$ cat config.mk
export PLATFORM = sky130hd
export DESIGN_NAME = sbs_core
export DESIGN_NICKNAME = d
export VERILOG_FILES = /design/src/verilog/sbs_core.v
export VERILOG_INCLUDE_DIRS = /design/src /design/src/verilog
export SDC_FILE = /design/constraint.sdc
export NUM_CORES = 1
export LEC_CHECK = 0
export BUFFER_PORTS_ARGS = -buffer_cell sky130_fd_sc_hd__buf_2
export CAP_MARGIN = 20
export CORE_ASPECT_RATIO = 0.75
export CORE_UTILIZATION = 46
export DETAILED_ROUTE_END_ITERATION = 8
export PLACE_DENSITY = 0.77
export SYNTH_ARGS = -nofsm -noshare
export SYNTH_HDL_FRONTEND = slang
export SYNTH_SLANG_ARGS = --single-unit
$ cat constraint.sdc
create_clock -name i_clk -period 1.61 [get_ports i_clk]
set_input_delay 0.322 -clock i_clk [delete_from_list [all_inputs] [get_ports i_clk]]
set_output_delay 0.322 -clock i_clk [all_outputs]
set_load 0.02 [all_outputs]
$ cat src/verilog/sbs_consts.vh
// Shared constants of the synchronous burst SRAM control core.
// Assumes inclusion by bare name from the design file; definitions only.
`ifndef SBS_CONSTS_VH
`define SBS_CONSTS_VH

// ============================================================
// Decoded cycle operations.
`define SBS_OP_W 2
`define SBS_OP_DESELECT 2'h0
`define SBS_OP_BEGIN 2'h1
`define SBS_OP_CONTINUE 2'h2
`define SBS_OP_SUSPEND 2'h3

// ============================================================
// Burst counter field and values.
`define SBS_CNT_W 2
`define SBS_CNT_LSB 0
`define SBS_CNT_MSB 1
`define SBS_CNT_RESET 2'h0
`define SBS_CNT_STEP 2'h1

// ============================================================
// Mode pin levels.
`define SBS_ORDER_LINEAR 1'b0
`define SBS_ORDER_INTERLEAVED 1'b1
`define SBS_FLOW_THROUGH 1'b0
`define SBS_PIPELINED 1'b1

// ============================================================
// Reset values of the drive and write enables and the cycle operation.
`define SBS_OE_N_RESET 1'b1
`define SBS_LANE_WR_RESET 1'b0
`define SBS_OP_RESET 2'h0

`endif

$ cat src/verilog/sbs_core.v
// Synchronous control core of a burst SRAM: cycle decode, burst counter,
// byte-lane write decode, flow-through or pipelined read path, sleep.
// Assumes a combinational array outside: it reads o_mem_addr and returns
// i_mem_rdata in the same cycle, and writes lanes flagged in o_mem_wr_lane.
// The data bus wire is resolved outside from o_data_out and o_data_oe_n.
//
// What this block does
// - Low address bits preset the burst counter
// - Order pin low linear, high interleaved
// - Linear order adds one modulo four
// - Interleaved order XORs start with step
// - Both write controls high means read
// - Global write low writes every lane
// - Byte write writes only enabled lanes
// - Reads drive every data lane
// - Writes keep all data lanes released
// - Lanes c and d only when wide
// - Flow-through when low, pipelined otherwise
// - Unconnected mode pins mean default modes
// - Sleep request high enters standby
// - Output enable high disables data drive
// - Deselect uses no address, bus released
// - Processor strobe begins a forced read
// - Controller strobe begins read or write
// - Advance low continues at next address
// - Advance high suspends, repeating current access
// - Write indication follows byte-write decode; here any write control low flags a write, even with no lane enabled
// - Dummy reads advance the counter normally
`timescale 1ns/100ps
`include "sbs_consts.vh"

module sbs_core #(
    parameter ADDR_W = 23,
    parameter LANES = 4,
    parameter LANE_W = 9
) (
    // Clock and reset
    input wire i_clk,
    input wire i_arst_n,
    // Address and burst control
    input wire [ADDR_W-1:0] i_addr,
    input wire i_chip_enable_n,
    input wire i_processor_address_strobe_n,
    input wire i_controller_address_strobe_n,
    input wire i_burst_step_n,
    // Write controls
    input wire i_global_write_n,
    input wire i_byte_write_n,
    input wire [LANES-1:0] i_lane_write_n,
    // Output enable and mode pins
    input wire i_output_enable_n,
    input wire i_burst_order_select,
    input wire i_flow_through_select,
    input wire i_sleep_request,
    input wire i_drive_strength_select,
    // Data bus pin, split
    input wire [LANES*LANE_W-1:0] i_data_in,
    output wire [LANES*LANE_W-1:0] o_data_out,
    output wire [LANES-1:0] o_data_oe_n,
    // Array side
    output wire [ADDR_W-1:0] o_mem_addr,
    output wire o_mem_rd,
    output wire [LANES-1:0] o_mem_wr_lane,
    output wire [LANES*LANE_W-1:0] o_mem_wdata,
    input wire [LANES*LANE_W-1:0] i_mem_rdata,
    // Status
    output wire [`SBS_OP_W-1:0] o_cycle_op,
    output wire o_cycle_write,
    output wire o_standby,
    output wire o_high_drive
);

    localparam DW = LANES * LANE_W;
    localparam HI_W = ADDR_W - `SBS_CNT_W;

    // ============================================================
    // Cycle decode.
    wire desel_w;
    wire begin_w;
    wire force_rd_w;
    wire advance_w;
    wire access_w;
    wire wr_dec_w;
    wire is_wr_w;
    wire is_rd_w;
    reg [`SBS_OP_W-1:0] op_w;

    // Sleep turns every cycle into a non-access; the pin is sampled here.
    assign desel_w = i_chip_enable_n & ~i_controller_address_strobe_n;
    assign force_rd_w = ~i_chip_enable_n & ~i_processor_address_strobe_n;
    assign begin_w = ~i_chip_enable_n &
        (~i_processor_address_strobe_n | ~i_controller_address_strobe_n);
    assign advance_w = ~i_burst_step_n;
    assign access_w = ~i_sleep_request & ~desel_w;

    // Either write control low calls for a write; both high is a read.
    assign wr_dec_w = ~i_global_write_n | ~i_byte_write_n;
    assign is_wr_w = access_w & ~force_rd_w & wr_dec_w;
    assign is_rd_w = access_w & ~is_wr_w;

    always @* begin
        if (i_sleep_request | desel_w) begin
            op_w = `SBS_OP_DESELECT;
        end else if (begin_w) begin
            op_w = `SBS_OP_BEGIN;
        end else if (advance_w) begin
            op_w = `SBS_OP_CONTINUE;
        end else begin
            op_w = `SBS_OP_SUSPEND;
        end
    end

    // ============================================================
    // Burst counter.
    reg [`SBS_CNT_W-1:0] start_q;
    reg [`SBS_CNT_W-1:0] start_d;
    reg [`SBS_CNT_W-1:0] step_q;
    reg [`SBS_CNT_W-1:0] step_d;
    reg [HI_W-1:0] hi_q;
    reg [HI_W-1:0] hi_d;
    reg [`SBS_CNT_W-1:0] lo_w;

    // The counter steps on read and write alike, and never looks at the
    // output enable, so a dummy read moves it exactly as a real one.
    always @* begin
        start_d = start_q;
        step_d = step_q;
        hi_d = hi_q;
        case (op_w)
            `SBS_OP_BEGIN: begin
                start_d = i_addr[`SBS_CNT_MSB:`SBS_CNT_LSB];
                step_d = `SBS_CNT_RESET;
                hi_d = i_addr[ADDR_W-1:`SBS_CNT_W];
            end
            `SBS_OP_CONTINUE: begin
                step_d = step_q + `SBS_CNT_STEP;
            end
            `SBS_OP_SUSPEND: begin
                step_d = step_q;
            end
            default: begin
                step_d = step_q;
            end
        endcase
    end

    // Two-bit arithmetic wraps by itself, so the fifth access is the start.
    always @* begin
        if (i_burst_order_select == `SBS_ORDER_INTERLEAVED) begin
            lo_w = start_d ^ step_d;
        end else begin
            lo_w = start_d + step_d;
        end
    end

    always @(posedge i_clk or negedge i_arst_n) begin
        if (!i_arst_n) begin
            start_q <= `SBS_CNT_RESET;
            step_q <= `SBS_CNT_RESET;
            hi_q <= {HI_W{1'b0}};
        end else begin
            start_q <= start_d;
            step_q <= step_d;
            hi_q <= hi_d;
        end
    end

    // ============================================================
    // Array request.
    reg [ADDR_W-1:0] mem_addr_q;
    reg mem_rd_q;
    reg [DW-1:0] mem_wdata_q;
    reg [`SBS_OP_W-1:0] op_q;
    reg cycle_wr_q;
    reg standby_q;
    reg high_drive_q;

    // A deselect keeps the last address; it is not used because no strobe goes out.
    always @(posedge i_clk or negedge i_arst_n) begin
        if (!i_arst_n) begin
            mem_addr_q <= {ADDR_W{1'b0}};
            mem_rd_q <= 1'b0;
            mem_wdata_q <= {DW{1'b0}};
            op_q <= `SBS_OP_RESET;
            cycle_wr_q <= 1'b0;
            standby_q <= 1'b0;
            high_drive_q <= 1'b0;
        end else begin
            if (access_w) begin
                mem_addr_q <= {hi_d, lo_w};
            end
            mem_rd_q <= is_rd_w;
            if (is_wr_w) begin
                mem_wdata_q <= i_data_in;
            end
            op_q <= op_w;
            cycle_wr_q <= is_wr_w;
            standby_q <= i_sleep_request;
            high_drive_q <= ~i_drive_strength_select;
        end
    end

    // ============================================================
    // Read path.
    reg [DW-1:0] stage_q;
    reg stage_v_q;
    reg [DW-1:0] out_q;
    wire pipe_w;
    wire [DW-1:0] out_d;
    wire out_v_w;
    wire drive_w;

    // High is the default and also the pulled-up level of a floating pin.
    assign pipe_w = (i_flow_through_select == `SBS_PIPELINED);
    assign out_d = pipe_w ? stage_q : i_mem_rdata;
    assign out_v_w = pipe_w ? stage_v_q : mem_rd_q;

    // Output enable is sampled, so release lags its pin by one cycle. The
    // bus is also released in any write cycle, even with a read in flight.
    assign drive_w = out_v_w & ~i_output_enable_n & ~is_wr_w & ~i_sleep_request;

    always @(posedge i_clk or negedge i_arst_n) begin
        if (!i_arst_n) begin
            stage_q <= {DW{1'b0}};
            stage_v_q <= 1'b0;
            out_q <= {DW{1'b0}};
        end else begin
            if (mem_rd_q) begin
                stage_q <= i_mem_rdata;
            end
            stage_v_q <= mem_rd_q;
            if (out_v_w) begin
                out_q <= out_d;
            end
        end
    end

    // ============================================================
    // Per-lane write and drive enables.
    reg [LANES-1:0] wr_lane_q;
    reg [LANES-1:0] oe_n_q;

    // LANES = 2 gives the narrow part, 4 adds lanes c and d.
    genvar g;
    generate
        for (g = 0; g < LANES; g = g + 1) begin : g_lane
            wire lane_wr_w;
            // Global write overrides lane enables; byte write uses them.
            assign lane_wr_w = is_wr_w &
                (~i_global_write_n | (~i_byte_write_n & ~i_lane_write_n[g]));
            always @(posedge i_clk or negedge i_arst_n) begin
                if (!i_arst_n) begin
                    wr_lane_q[g] <= `SBS_LANE_WR_RESET;
                    oe_n_q[g] <= `SBS_OE_N_RESET;
                end else begin
                    wr_lane_q[g] <= lane_wr_w;
                    oe_n_q[g] <= ~drive_w;
                end
            end
        end
    endgenerate

    // ============================================================
    // Outputs.
    assign o_data_out = out_q;
    assign o_data_oe_n = oe_n_q;
    assign o_mem_addr = mem_addr_q;
    assign o_mem_rd = mem_rd_q;
    assign o_mem_wr_lane = wr_lane_q;
    assign o_mem_wdata = mem_wdata_q;
    assign o_cycle_op = op_q;
    assign o_cycle_write = cycle_wr_q;
    assign o_standby = standby_q;
    assign o_high_drive = high_drive_q;

endmodule

==> metrics.md, run 1 <==
| Metric | Value |
|---|---|
| Pleak | `4.532 nW` |
| Fin crit share | `113.1%` |
| Final #Nets | `857` |
| Post-route cell area | `8945 µm²` |
| Synth Warn # | `0` |
| Area Growth Syn to Fin | `33.43%` |
| Filler Cells Inserted | `1058` |
| Min-delay worst type | `in2reg` |
| Clock sink total | `168` |
| Violated checks | `setup timing` |
| Cells after synthesis | `500` |
| Register area share after synthesis | `62.73%` |
| Pwr/cell area | `1400 nW/µm²` |
| Post-synth EDFFs | `0` |
| Post-DP HPWL | `around 11000 µm` |
| Die Footprint | `between 15000 and 20000 µm²` |
| Mapped Area | `between 6000 and 7000 µm²` |
| Top-area cell type share of the netlist area | `around 62%` |
| Vias/cell | `4.891` |
| Yosys top cell by area | `dfrtp_1` |
| Status | `finished with violations` |
| PortBufs | `220` |
| Initial Utilization | `47.95%` |
| H-tree depth | `4` |
| DRC violations left | `0` |
| Setup Crit Path Kind | `in2reg` |
| Largest net degree at the start of global routing | `62` |
| Die width | `141.4 µm` |
| Total CTS buffers | `17` |
| Critical Path Source Type | `input port` |
| Setup TNS | `-210.4 ps` |
| Antenna Nets Post-Route | `0` |
| Final design utilization | `63.98%` |
| Clock skew | `7.021 ps` |
| Post-DP Area | `8208 µm²` |
| Crit. End Element | `flop` |
| Async S/R FF share, synth | `100.0%` |
| Final WL | `between 15000 and 20000 µm` |
| Final Max Tran Viols | `0` |
| Ant. Diodes | `0` |
| CORE AREA | `13980 µm²` |
| Avg WL per Cell | `around 16 µm` |
| Area of all sequential standard cells | `4207 µm²` |
| Final Power | `12.52 mW` |
| Syn Area/Cell | `roughly 13 µm²` |
| CTS tree | `yes` |
| RSZ-0062 raised after global routing | `yes` |
| Final Worst Setup Slack | `-210.4 ps` |
| Global route overflow | `0` |
| Post-Syn Nets | `615` |
| Area contributors post-synth | `dfrtp_1, mux2_2, nand2_1` |
| Achievable Freq | `549.3 MHz` |
| GPL Wtd Cong | `0.7824` |
| Layout cells sized above 1 | `52.85%` |
| Max Cap Viol | `0` |
| Clk slew on worst S/H paths | `60 ps` |
| CTS Root Cell | `clkbuf_16` |
| Seq cells post-synth | `about 170` |
| Max rail drop VDD | `0.8604 mV` |
| CTS max path bufs | `2` |
| Leading cell type in the layout, fill and taps excluded | `buf_2` |
| Initial DRC Count | `141` |
| Critical Path RT | `~1900 ps` |
| Final setup fails | `1` |
| TritonRoute pass-1 iters | `4` |
| Initial antenna violation count | `0` |
| Worst EP arrival | `around 2100 ps` |
| Max-slew headroom | `73.05%` |
| CP Max Fanout | `2` |
| Chip height | `106.6 µm` |
| Io pins | `around 220` |
| Final critical-path required period | `1820 ps` |
| Top FF cell, synth | `dfrtp_1` |
| Multi-input logic area | `roughly 2400 µm²` |
| Fin. Hold Viols | `0` |
| Worst-Margin Slew | `395.8 ps` |
| Vias in the first global route | `4837` |
| GRT Util Overall | `a little over a fifth` |
| Clk_lat worst skew | `420 ps` |
| First-pass GRT wire length | `approximately 24000 µm` |
| DR vias | `4646` |
| Synth cell types | `30` |
| Most frequent cells in the layout | `buf_2, dfrtp_1, nand2_1, mux2_2` |
| Rows | `37` |
==> synth_stat cells (4+ instances only) <==
library cell,instances
dfrtp_1,167
nand2_1,105
mux2_2,76
o21ai_0,37
mux2i_1,36
mux2_4,20
buf_2,14
clkbuf_1,7
a21oi_1,4
buf_4,4
inv_1,4
==> sequential cells by signal, indices dropped and copies added (netlist names), 2 cells and up <==
| signal | count |
|---|---|
| o_mem_wdata | 36 |
| hi_q | 21 |
| stage_q | 36 |
| o_mem_addr | 23 |
| o_data_out | 36 |
| step_q | 2 |
| o_cycle_op | 2 |
| start_q | 2 |
| o_mem_wr_lane | 4 |
==> metrics by stage <==
step                instances  worst slack, ps  hold WS (ps)
global placement          912           -775.6         193.5
finish                    950           -210.4         40.12
global route              950           -217.8         23.77
detailed placement        912           -872.1         195.7
floorplan                 500           -615.5         26.41
CTS                       949           -201.1         18.78
==> what timing repair did <==
action / 4_1_cts / 5_1_grt
gates resized for setup: 14 / 7
buffers inserted: 4 / 1
hold endpoints to repair: 19 / 0
pin swaps: 6 / 2
gates cloned: 0 / 0
hold buffers: 1 / 0
setup endpoints to repair: 5 / 23
==> logic make-up after synthesis <==
| kind of cell | share of synthesized area (%) |
|---|---|
| xor+xnor | 0.2613 |
| flops | 62.73 |
| buf+inv | 2.986 |
| mux | 22.83 |
| fa+ha+maj | 0.5600 |
| compound gates | 3.882 |
| simple gates | 6.756 |
==> where the power goes <==
group	total, mW	internal, mW	leakage, nW	switching, mW
clock	3.99	2.34	0.292	1.66
sequential	5.54	5.09	2.03	0.442
combinational	2.99	1.30	2.21	1.68
==> per-layer routing <==
metal / track usage [%] / routed length, µm / up-vias
li1: - / - / 2174
met1: 26.06 / 6508 / 2290
met2: 33.80 / 7253 / 158
met3: 6.261 / 1059 / 24
met4: 9.140 / 259 / 0
met5: 0 / 0 / -
==> worst paths after layout <==
check | slack (ps) | start | end | cells after the start
setup / recovery | -210 | i_sleep_request | o_mem_addr[1] | 9
hold / removal | 40 | i_drive_strength_select | o_high_drive | 2
setup reg to reg | 20 | step_q[0] | o_mem_addr[1] | 8
hold reg to reg | 470 | o_mem_addr[15] | o_mem_addr[15] | 2
max in group asynchronous | 700 | i_arst_n | o_mem_addr[8] | 3
min in group asynchronous | 320 | i_arst_n | stage_q[4] | 2
==> area by class of cell <==
type / instances / share of cell area (%)
tap: 195 / 2.728
clock buffer: 18 / 4.910
clock inverter: 14 / 1.651
sequential: 168 / 47.03
inverter: 6 / 0.4196
multi-input combinational: 298 / 26.88
timing repair buffer: 251 / 16.38
==> worst max-delay path, stage by stage <==
cell	delay (ps)
buf_2	120
or3_4	410
ha_4	180
buf_4	120
buf_4	140
mux2_4	310
xnor2_2	140
xnor2_1	130
mux2_4	260
(Power assumes the default switching activity.)
==> run 2, diff against run 1 <==
--- a/config.mk
+++ b/config.mk
@@ -9,9 +9,8 @@
 export BUFFER_PORTS_ARGS = -buffer_cell sky130_fd_sc_hd__buf_2
 export CAP_MARGIN = 20
 export CORE_ASPECT_RATIO = 0.75
-export CORE_UTILIZATION = 46
+export CORE_UTILIZATION = 29
 export DETAILED_ROUTE_END_ITERATION = 8
-export PLACE_DENSITY = 0.77
 export SYNTH_ARGS = -nofsm -noshare
 export SYNTH_HDL_FRONTEND = slang
 export SYNTH_SLANG_ARGS = --single-unit
==> metrics.md, run 2 (synthesized netlist as in run 1, its figures left out) <==
| Metric | Value |
|---|---|
| Vias/cell | `around 4.3` |
| CTS Root Cell | `clkbuf_16` |
| DR vias | `4486` |
| First-pass GRT wire length | `25680 µm` |
| Io pins | `221` |
| PortBufs | `220` |
| Fin. Hold Viols | `0` |
| TritonRoute pass-1 iters | `4` |
| Post-DP Area | `around 8400 µm²` |
| GPL Wtd Cong | `0.7476` |
| Clock sink total | `168` |
| Cell breakdown of the critical path | `buf_12 > inv_12 > or3_4 > ha_4 > buf_4 > buf_4 > mux2_4 > xnor2_2 > xnor2_1 > mux2_4` |
| Max-slew headroom | `around three quarters` |
| Violated checks | `setup timing` |
| RSZ-0062 raised after global routing | `yes` |
| Slowest CP cell | `or3_4` |
| Final Power | `12.40 mW` |
| Largest net degree at the start of global routing | `73` |
| H-tree depth | `4` |
| Ant. Diodes | `0` |
| Post-route cell area | `9100 µm²` |
| Final critical-path required period | `between 1500 and 2000 ps` |
| Initial DRC Count | `147` |
| Hold Crit Depth | `2` |
| Die width | `177.6 µm` |
| CP peak stage delay | `390 ps` |
| Area Growth Syn to Fin | `35.74%` |
| Achievable Freq | `549.6 MHz` |
| Final WL | `16210 µm` |
| CP Max Fanout | `3` |
| Critical Path RT | `1910 ps` |
| Min-delay worst type | `in2reg` |
| Total CTS buffers | `17` |
| Worst slack, placed | `-876.0 ps` |
| CTS max path bufs | `2` |
| Crit. End Element | `flop` |
| Final Max Tran Viols | `0` |
| CORE AREA | `between 20000 and 25000 µm²` |
| Max rail drop VDD | `0.7051 mV` |
| Critical Path Source Type | `input port` |
| Setup Crit Path Kind | `in2reg` |
| Rows | `47` |
| Status | `finished with violations` |
| Clock skew | `approximately 8.4 ps` |
| Avg WL per Cell | `~15 µm` |
| Vias in the first global route | `between 4k and 5k` |
| Final #Nets | `861` |
| Post-DP HPWL | `~11000 µm` |
| Global route overflow | `0` |
| DRC violations left | `0` |
| Die Footprint | `23740 µm²` |
| Initial Utilization | `between 30% and 40%` |
| Worst EP arrival | `2120 ps` |
| GRT Util Overall | `14.25%` |
| Setup TNS | `-209.6 ps` |
| Layout cells sized above 1 | `52.64%` |
| CTS tree | `yes` |
| Pwr/cell area | `1362 nW/µm²` |
| Max Cap Viol | `0` |
| Leading cell type in the layout, fill and taps excluded | `buf_2` |
| R2R cell count | `7` |
| Worst-Margin Slew | `374.5 ps` |
| Antenna Nets Post-Route | `0` |
| Initial antenna violation count | `2` |
| Most frequent cells in the layout | `buf_2, dfrtp_1, nand2_1, mux2_2` |
| Final setup fails | `1` |
| Clk_lat worst skew | `420 ps` |
| Fin crit share | `113.0%` |
| Chip height | `133.7 µm` |
| Final Worst Setup Slack | `-209.6 ps` |
| Filler Cells Inserted | `approximately 2.2k` |
| Clk slew on worst S/H paths | `around 70 ps` |
| Pleak | `4.541 nW` |
## run 2: worst max-delay path, delay by kind of cell
kind | cells | cell delay [ps]
mux | 2 | 560
buf+inv | 4 | 400
simple gates | 1 | 390
xor+xnor | 2 | 260
fa+ha+maj | 1 | 180
## run 2: repair_timing
| item | CTS | global route |
|---|---|---|
| endpoints found under the setup margin | 23 | 22 |
| hold endpoints to repair | 29 | 0 |
| cloned | 1 | 1 |
| pin swaps | 7 | 10 |
| gates resized for setup | 12 | 6 |
| hold buffers | 1 | 0 |
| setup buffers | 5 | 1 |
## run 2: report_power, final
group	switching, mW	internal (mW)	total (mW)
registers	0.415	5.09	5.51
logic	1.67	1.31	2.99
clock network	1.77	2.14	3.90
## run 2: through the flow
step	hold WS, ps	util [%]	instances
global route	28.53	40.72	1052
detailed placement	252.5	37.37	1012
finish	45.31	40.72	1052
CTS	28.31	40.46	1050
floorplan	26.41	-	500
global placement	250.6	37.37	1012
## run 2: layer usage
metal | vias up | GRT usage (%) | wire [µm]
li1 | 2179 | - | -
met1 | 2142 | 19.03 | 7566
met2 | 136 | 20.86 | 7082
met3 | 25 | 6.136 | 1316
met4 | 4 | 4.131 | 219
met5 | - | 0 | 25
## run 2: path summary, 6_finish.rpt
| check | from | to | slack (ps) |
|---|---|---|---|
| worst max-delay path | i_controller_address_strobe_n | o_mem_addr[1] | -210 |
| worst min-delay path | i_drive_strength_select | o_high_drive | 50 |
| worst max register to register | step_q[0] | o_mem_addr[1] | -20 |
| worst min register to register | o_mem_addr[2] | o_mem_addr[2] | 480 |
| max in group asynchronous | i_arst_n | o_mem_wdata[35] | 680 |
| min in group asynchronous | i_arst_n | o_data_out[31] | 370 |
## run 2: final cells by class
class | count | area, µm² | share of cell area, %
clock inverters | 13 | 123.9 | 1.361
flip-flops and latches | 168 | 4207 | 46.23
multi-input cells | 298 | 2395 | 26.32
inverters | 6 | 37.54 | 0.4125
clock buffers | 18 | 429.2 | 4.716
repair buffers | 255 | 1540 | 16.93
well taps | 294 | 367.9 | 4.042
